==> config.mk <==
export PLATFORM = sky130hd
export DESIGN_NAME = pm1_regs
export DESIGN_NICKNAME = d
export VERILOG_FILES = /design/src/hw/pm1_pkg.sv /design/src/hw/pm1_regs.sv /design/src/hw/pm1_sticky_bits.sv
export SDC_FILE = /design/constraint.sdc
export NUM_CORES = 1
export LEC_CHECK = 0
export BUFFER_PORTS_ARGS = -buffer_cell sky130_fd_sc_hd__clkbuf_2
export CORE_UTILIZATION = 46
export DETAILED_ROUTE_END_ITERATION = 7
export GPL_ROUTABILITY_DRIVEN = 0
export PLACE_DENSITY = 0.86
export SKIP_CTS_REPAIR_TIMING = 1
export SLEW_MARGIN = 20
export SYNTH_ARGS = -nofsm -noshare
export SYNTH_HDL_FRONTEND = slang
export SYNTH_SLANG_ARGS = --single-unit
==> constraint.sdc <==
create_clock -name sys_clk_i -period 3.43 [get_ports sys_clk_i]
set_clock_uncertainty 0.15 [all_clocks]
set_input_delay 0.343 -clock sys_clk_i [delete_from_list [all_inputs] [get_ports sys_clk_i]]
set_output_delay 0.343 -clock sys_clk_i [all_outputs]
set_load 0.02 [all_outputs]
==> src/hw/pm1_pkg.sv <==
// shared constants and carriers for the power-management enable/control register copy
package pm1_pkg;

	// register offsets, relative to each block's 32-bit aligned base
	localparam logic [15:0] EVT_STS_OFS = 16'h0000;
	localparam logic [15:0] EVT_EN_OFS  = 16'h0002;
	localparam logic [15:0] CNT_OFS     = 16'h0000;

	// event status / enable bit positions
	localparam int TMR_BIT    = 0;
	localparam int GBL_BIT    = 5;
	localparam int PWRBTN_BIT = 8;
	localparam int SLPBTN_BIT = 9;
	localparam int RTC_BIT    = 10;

	// control bit positions
	localparam int ROUTE_BIT    = 0;
	localparam int BMWAKE_BIT   = 1;
	localparam int GLREL_BIT    = 2;
	localparam int SLPTYP_LSB   = 10;
	localparam int SLPTYP_W     = 3;
	localparam int SLPEN_BIT    = 13;

	// bits that exist at all; everything else reads zero
	localparam logic [15:0] EVT_DEFINED_MASK = 16'h0721;
	localparam logic [15:0] CNT_STORED_MASK  = 16'h1C03;
	localparam logic [15:0] CNT_DEFINED_MASK = 16'h3C07;
	// enabled status that reaches an interrupt, and that reaches a wakeup
	localparam logic [15:0] EVT_INT_MASK     = 16'h0321;
	localparam logic [15:0] EVT_WAKE_MASK    = 16'h0700;

	localparam logic [15:0] EVT_EN_RESET = 16'h0000;
	localparam logic [15:0] CNT_RESET    = 16'h0000;
	localparam logic [15:0] STS_RESET    = 16'h0000;

	// one host I/O cycle, byte lanes on be
	typedef struct packed
	{
		logic [15:0] addr;
		logic        wr;
		logic        rd;
		logic [1:0]  be;
		logic [15:0] wdata;
	} pm1_io_req_s;

endpackage

==> src/hw/pm1_regs.sv <==
// one copy of the power-management event and control register blocks
`timescale 1ns/10ps
module pm1_regs
#(
	parameter logic [15:0] EVT_BASE    = 16'h0400,
	parameter logic [15:0] CNT_BASE    = 16'h0404,
	parameter logic [15:0] EVT_IMPL    = pm1_pkg::EVT_DEFINED_MASK,
	parameter logic [15:0] CNT_IMPL    = pm1_pkg::CNT_DEFINED_MASK,
	parameter bit          ROUTE_FIXED = 1'b0
)
(
	input  wire logic                 sys_clk_i,
	input  wire logic                 rst_i,
	input  wire pm1_pkg::pm1_io_req_s io_req_i,
	output logic [15:0]               io_rdata_o,
	input  wire logic                 timer_msb_i,
	input  wire logic                 global_lock_set_i,
	input  wire logic                 power_button_i,
	input  wire logic                 sleep_button_i,
	input  wire logic                 alarm_i,
	input  wire logic                 sleeping_i,
	input  wire logic                 deep_sleep_i,
	input  wire logic                 deep_sleep_alarm_capable_i,
	input  wire logic                 enter_working_i,
	input  wire logic                 route_set_i,
	input  wire logic                 route_clr_i,
	input  wire logic                 busmaster_req_i,
	input  wire logic                 cpu_in_c3_i,
	output logic                      os_event_interrupt_o,
	output logic                      firmware_mgmt_interrupt_o,
	output logic                      wakeup_o,
	output logic                      busmaster_wake_o,
	output logic                      global_lock_release_o,
	output logic                      sleep_entry_trigger_o,
	output logic [2:0]                sleep_type_code_o
);

	// only the bits this copy owns ever store or act
	localparam logic [15:0] EN_MASK  = EVT_IMPL & pm1_pkg::EVT_DEFINED_MASK;
	localparam logic [15:0] CNT_MASK = CNT_IMPL & pm1_pkg::CNT_DEFINED_MASK;

	function automatic logic [15:0] lane_merge
	(
		input logic [15:0] old_v,
		input logic [15:0] new_v,
		input logic [1:0]  be,
		input logic [15:0] mask
	);
		logic [15:0] m;
		m = {be[1] ? new_v[15:8] : old_v[15:8], be[0] ? new_v[7:0] : old_v[7:0]};
		return m & mask;
	endfunction

	function automatic logic [15:0] lane_ones
	(
		input logic [15:0] v,
		input logic [1:0]  be
	);
		return {be[1] ? v[15:8] : 8'h00, be[0] ? v[7:0] : 8'h00};
	endfunction

	function automatic logic hit
	(
		input logic [15:0] addr,
		input logic [15:0] base,
		input logic [15:0] ofs
	);
		logic [15:0] loc;
		loc = base + ofs;
		return addr[15:1] == loc[15:1];
	endfunction

	logic        sts_hit;
	logic        en_hit;
	logic        cnt_hit;
	logic        en_wr;
	logic        cnt_wr;
	logic [15:0] wr_ones;
	logic [15:0] sts_q;
	logic [15:0] sts_set;
	logic [15:0] sts_clr;

	always_comb
	begin
		sts_hit = hit(io_req_i.addr, EVT_BASE, pm1_pkg::EVT_STS_OFS);
		en_hit  = hit(io_req_i.addr, EVT_BASE, pm1_pkg::EVT_EN_OFS);
		cnt_hit = hit(io_req_i.addr, CNT_BASE, pm1_pkg::CNT_OFS);
		en_wr   = io_req_i.wr & en_hit;
		cnt_wr  = io_req_i.wr & cnt_hit;
		wr_ones = lane_ones(io_req_i.wdata, io_req_i.be);
	end

	// edge history for the hardware event sources
	logic tmr_msb_reg;
	logic tmr_msb_next;
	logic pwr_btn_reg;
	logic pwr_btn_next;
	logic slp_btn_reg;
	logic slp_btn_next;
	logic alarm_reg;
	logic alarm_next;

	always_comb
	begin
		tmr_msb_next = timer_msb_i;
		pwr_btn_next = power_button_i;
		slp_btn_next = sleep_button_i;
		alarm_next   = alarm_i;
	end

	always_ff @(posedge sys_clk_i)
	begin
		if (rst_i)
		begin
			tmr_msb_reg <= 1'b0;
			pwr_btn_reg <= 1'b0;
			slp_btn_reg <= 1'b0;
			alarm_reg   <= 1'b0;
		end
		else
		begin
			tmr_msb_reg <= tmr_msb_next;
			pwr_btn_reg <= pwr_btn_next;
			slp_btn_reg <= slp_btn_next;
			alarm_reg   <= alarm_next;
		end
	end

	// status bits live beside the enables so enables have something to gate
	always_comb
	begin
		sts_set = 16'h0000;
		sts_set[pm1_pkg::TMR_BIT]    = timer_msb_i ^ tmr_msb_reg;
		sts_set[pm1_pkg::GBL_BIT]    = global_lock_set_i;
		sts_set[pm1_pkg::PWRBTN_BIT] = power_button_i & ~pwr_btn_reg;
		sts_set[pm1_pkg::SLPBTN_BIT] = sleep_button_i & ~slp_btn_reg;
		// a deep-sleep alarm only counts when the platform says it can
		sts_set[pm1_pkg::RTC_BIT]    = alarm_i & ~alarm_reg
			& ~(sleeping_i & deep_sleep_i & ~deep_sleep_alarm_capable_i);
		sts_clr = (io_req_i.wr & sts_hit) ? wr_ones : 16'h0000;
	end

	pm1_sticky_bits
	#(
		.W         (16),
		.IMPL_MASK (EN_MASK)
	)
	u_status
	(
		.sys_clk_i (sys_clk_i),
		.rst_i     (rst_i),
		.set_i     (sts_set),
		.clr_i     (sts_clr),
		.q_o       (sts_q)
	);

	// enable and control registers
	logic [15:0] en_reg;
	logic [15:0] en_next;
	logic [15:0] cnt_reg;
	logic [15:0] cnt_next;
	logic        route_next;

	always_comb
	begin
		en_next = en_reg;
		if (en_wr)
			en_next = lane_merge(en_reg, io_req_i.wdata, io_req_i.be, EN_MASK);
		// entering working state with the route nailed to the OS starts clean
		if (ROUTE_FIXED && enter_working_i)
			en_next = pm1_pkg::EVT_EN_RESET;

		// software cannot move the route bit; only hardware inputs do
		route_next = cnt_reg[pm1_pkg::ROUTE_BIT];
		if (route_set_i)
			route_next = 1'b1;
		else if (route_clr_i)
			route_next = 1'b0;
		if (ROUTE_FIXED)
			route_next = 1'b1;

		cnt_next = cnt_reg;
		if (cnt_wr)
			cnt_next = lane_merge(cnt_reg, io_req_i.wdata, io_req_i.be,
				CNT_MASK & pm1_pkg::CNT_STORED_MASK);
		cnt_next[pm1_pkg::ROUTE_BIT] = route_next & CNT_MASK[pm1_pkg::ROUTE_BIT];
	end

	always_ff @(posedge sys_clk_i)
	begin
		if (rst_i)
		begin
			en_reg  <= pm1_pkg::EVT_EN_RESET;
			cnt_reg <= pm1_pkg::CNT_RESET;
		end
		else
		begin
			en_reg  <= en_next;
			cnt_reg <= cnt_next;
		end
	end

	// registered outputs and read data
	logic        os_int_next;
	logic        fw_int_next;
	logic        wake_next;
	logic        bm_wake_next;
	logic        gl_rel_next;
	logic        sleep_entry_trigger_next;
	logic [15:0] rdata_next;
	logic        pm_event;
	logic        os_int_reg;
	logic        fw_int_reg;
	logic        wake_reg;
	logic        bm_wake_reg;
	logic        gl_rel_reg;
	logic        sleep_entry_trigger_reg;
	logic [15:0] rdata_reg;

	always_comb
	begin
		// enabled status is a level, so the interrupt holds until status clears
		pm_event    = |(sts_q & en_reg & pm1_pkg::EVT_INT_MASK);
		os_int_next = pm_event & ~sleeping_i & cnt_reg[pm1_pkg::ROUTE_BIT];
		gl_rel_next = cnt_wr & wr_ones[pm1_pkg::GLREL_BIT] & CNT_MASK[pm1_pkg::GLREL_BIT];
		fw_int_next = (pm_event & ~sleeping_i & ~cnt_reg[pm1_pkg::ROUTE_BIT]) | gl_rel_next;
		wake_next   = sleeping_i & |(sts_q & en_reg & pm1_pkg::EVT_WAKE_MASK);
		bm_wake_next = busmaster_req_i & cpu_in_c3_i & cnt_reg[pm1_pkg::BMWAKE_BIT];
		sleep_entry_trigger_next = cnt_wr & wr_ones[pm1_pkg::SLPEN_BIT] & CNT_MASK[pm1_pkg::SLPEN_BIT];

		rdata_next = rdata_reg;
		if (io_req_i.rd)
		begin
			// write-only and reserved bits never reach the bus
			if (sts_hit)
				rdata_next = sts_q;
			else if (en_hit)
				rdata_next = en_reg & EN_MASK;
			else if (cnt_hit)
				rdata_next = cnt_reg & CNT_MASK & pm1_pkg::CNT_STORED_MASK;
			else
				rdata_next = 16'h0000;
		end
	end

	always_ff @(posedge sys_clk_i)
	begin
		if (rst_i)
		begin
			os_int_reg  <= 1'b0;
			fw_int_reg  <= 1'b0;
			wake_reg    <= 1'b0;
			bm_wake_reg <= 1'b0;
			gl_rel_reg  <= 1'b0;
			sleep_entry_trigger_reg  <= 1'b0;
			rdata_reg   <= 16'h0000;
		end
		else
		begin
			os_int_reg  <= os_int_next;
			fw_int_reg  <= fw_int_next;
			wake_reg    <= wake_next;
			bm_wake_reg <= bm_wake_next;
			gl_rel_reg  <= gl_rel_next;
			sleep_entry_trigger_reg  <= sleep_entry_trigger_next;
			rdata_reg   <= rdata_next;
		end
	end

	assign io_rdata_o                = rdata_reg;
	assign os_event_interrupt_o      = os_int_reg;
	assign firmware_mgmt_interrupt_o = fw_int_reg;
	assign wakeup_o                  = wake_reg;
	assign busmaster_wake_o          = bm_wake_reg;
	assign global_lock_release_o     = gl_rel_reg;
	assign sleep_entry_trigger_o     = sleep_entry_trigger_reg;
	assign sleep_type_code_o         = cnt_reg[pm1_pkg::SLPTYP_LSB +: pm1_pkg::SLPTYP_W];

endmodule

==> src/hw/pm1_sticky_bits.sv <==
// sticky status bits: hardware sets, software clears by writing one
`timescale 1ns/10ps
module pm1_sticky_bits
#(
	parameter int               W         = 16,
	parameter logic [W-1:0]     IMPL_MASK = '1
)
(
	input  wire logic          sys_clk_i,
	input  wire logic          rst_i,
	input  wire logic [W-1:0]  set_i,
	input  wire logic [W-1:0]  clr_i,
	output logic      [W-1:0]  q_o
);

	logic [W-1:0] q_reg;
	logic [W-1:0] q_next;

	genvar g;
	generate
		for (g = 0; g < W; g++)
		begin : g_bit
			// set wins over a clear in the same cycle so no event is lost
			always_comb
			begin
				q_next[g] = IMPL_MASK[g] & (set_i[g] | (q_reg[g] & ~clr_i[g]));
			end
		end
	endgenerate

	always_ff @(posedge sys_clk_i)
	begin
		if (rst_i)
			q_reg <= '0;
		else
			q_reg <= q_next;
	end

	assign q_o = q_reg;

endmodule

==> run_results.csv <==
group,metric,value,unit
synthesis,yosys-top-cells-area,"dfxtp_1, buf_4, a21oi_1, nand2b_1, o21ai_0",
critical_path,critical_path_class,"input port to register",
synthesis,yosysTopAreaCellShare,41.64,%
sta,fmax,584.2,MHz
critical_path,path_max_fanout,12,
place,port-buffer-count,59,
power,p_leak,0.7797,nW
critical_path,cp-startpoint,"io_req_i[29]",
critical_path,critPathArrivalTime,1.77,ns
cells_and_area,area_delta_synth_final,17.90,%
sta,timing.final.crit_period,1.712,ns
hold_path,min_path_type,"input port to register",
clocking,clk_latency,0.32,ns
clocking,cts.clk_slew.worst_paths,0.09,ns
place,place_hpwl,2636,um
critical_path,r2r_start,"u_status.q_o[9]$_SDFF_PP0_",
floorplan,initial_core_util,50.32,%
synthesis,synth_area,1587,um^2
power,power.total,0.6941,mW
clocking,cts_sinks,33,
clocking,cts_root_buf,"clkbuf_4",
cells_and_area,antenna_cells,0,
critical_path,crit_buf_inv,1,
global_routing,antenna_found_initial,0,
synthesis,yosysTopAreaCell,"dfxtp_1",
sta,setup_violations,0,
synthesis,syn_inst,173,
sta,fin_crit_sh,49.90,%
critical_path,cp.required,3.49,ns
cells_and_area,drive_gt1_share,33.48,%
cells_and_area,multi_input_area,793.3,um^2
global_routing,grt-ovfl-total,0,
cells_and_area,final_nets,275,
sta,rsz0062_at_grt,"no",
sta,hold_slack,0.07008,ns
critical_path,worstRegToRegCells,3,
drt,firstDrtPassIters,4,
cells_and_area,fillers,297,
global_routing,grt_pass1_vias,1220,
synthesis,yosysWarnings,0,
drt,drtIter0Drc,52,
critical_path,endpoint,"u_status.q_o[5]$_SDFF_PP0_",
global_routing,grt_max_degree,35,
drt,dr_total_vias,1394,
clocking,clk_path_buf_depth,2,
power,vdd_drop_max,0.0002379,V
synthesis,ys_ff_latch,33,
critical_path,r2r_setup_slack,2.12,ns
clocking,h-tree-depth,2,
synthesis,synth.distinct_cells,38,
floorplan,ios,76,
synthesis,synth-seq-area-share,41.64,%
cells_and_area,fin_cells,268,
sta,final-max-slew-violation-count,0,
cells_and_area,utilization,59.33,%
global_routing,grt_pass1_wl,5478,um
drt,ant_nets,0,
synthesis,syn_area_per_cell,9.171,um^2
critical_path,cp.depth,5,
floorplan,core_area,3153,um^2
critical_path,cpMaxStageDelayCell,"nand4_1",
critical_path,path_cells,"clkbuf_2 -> nor4b_4 -> nand4_1 -> nor4_1 -> a31oi_1",
cells_and_area,largest_reg_flops,8,
drt,route.detailed.drc,0,
sta,fin_setup_tns,0,ns
synthesis,yosysMostFrequentCell,"dfxtp_1",
critical_path,path_delay_family,"simple AND/OR/NAND/NOR gates",
sta,max_slew_margin,54.91,%
drt,wl,3419,um
critical_path,startpoint_type,"input port",
synthesis,synthTopCellsByCount,"dfxtp_1, a21oi_1, nand2b_1, buf_4, o21ai_0",
floorplan,rows,20,
sta,hold_violations,0,
synthesis,synth_flop_cell,"dfxtp_1",
global_routing,track_usage,20.74,%
floorplan,die-area,3688,um^2
critical_path,r2r_end,"firmware_mgmt_interrupt_o$_SDFF_PP0_",
drt,wire_per_inst,12.76,um
floorplan,die_w,60.73,um
critical_path,end_kind,"register",
run_status,status,"complete, no violations",
clocking,cts_made_buffers,5,
cells_and_area,regArea,660.6,um^2
sta,worst_slew_pin_slew,0.6764,ns
hold_path,hold_path.startpoint,"io_req_i[5]",
synthesis,synth-async-reset-ratio,0,%
power,powerDensity,371.1,nW/um^2
place,placed_cells,261,
clocking,cts_tree,"built",
critical_path,slowest_delay,0.44,ns
synthesis,synth_edf_count,0,
drt,viasPerCell,5.201,
floorplan,die_h,60.73,um
job,cap_violations,0,
[where the power goes]
part           internal, mW  total, mW  switching, mW
Clock                0.0967      0.216          0.119
Sequential            0.391      0.397        0.00563
Combinational        0.0346     0.0816         0.0470
[cells by family after synthesis]
kind of cell | Yosys count | share of synthesized area [%]
AOI/OAI and AO/OA | 45 | 18.14
xor gates and xnor gates | 1 | 0.5522
buffers and inverters | 25 | 10.01
DFF | 33 | 41.64
muxes | 5 | 3.155
other | 1 | 0.2364
and+or+nand+nor | 63 | 26.26
[through the flow]
stage	setup WS, ns	instance area (um^2)
floorplan	1.933	1613
global placement	1.434	1815
detailed placement	1.399	1815
CTS	1.730	1871
global route	1.552	1871
finish	1.718	1871
[worst min path at each step]
stage	end	slack, ns	depth (start not counted)
6_report	u_status.q_o[5]$_SDFF_PP0_	0.07	2
5_1_grt	cnt_reg[0]$_SDFFE_PP0P_	0.07	3
4_1_cts	u_status.q_o[5]$_SDFF_PP0_	0.06	2
3_5_place_dp	io_rdata_o[1]$_SDFFE_PP0P_	0.31	2
3_3_place_gp	io_rdata_o[12]$_SDFFE_PP0P_	0.31	2
2_1_floorplan	os_event_interrupt_o$_SDFF_PP0_	0.28	1
[area by class of cell]
class                   instances  area share [%]
inverters                       3          0.6020
flip-flops and latches         33           35.32
repair buffers                 59           15.79
clock buffers                   7           2.943
well taps                      44           2.943
multi-input cells             122           42.41
[cell usage in the layout (no fill, tap or decap), types with 3 or more instances in the layout]
cell	Yosys	final
nand2_1	9	9
o21ai_0	13	13
conb_1	1	8
inv_1	3	3
nor2b_1	6	6
o32ai_2	3	3
mux2i_1	5	5
clkbuf_2	0	59
nand3_1	7	7
nand4_1	7	7
nand2b_1	14	14
a21oi_1	19	19
clkbuf_4	0	5
dfxtp_1	33	33
nor2_1	5	5
[worst reg2reg max path, stage by stage (launching register included)]
cell	delay [ns]
dfxtp_1	0.35
a22oi_1	0.31
a2111oi_0	0.16
a31o_2	0.24
[metal layers]
| layer | vias to the layer above | routed length, um | track usage, % |
|---|---|---|---|
| li1 | 705 | - | - |
| met1 | 640 | 1529 | 26.25 |
| met2 | 43 | 1666 | 33.75 |
| met3 | 6 | 169 | 5.757 |
| met4 | 0 | 53 | 7.792 |
| met5 | - | 0 | 0 |
(Power assumes the default switching activity.)
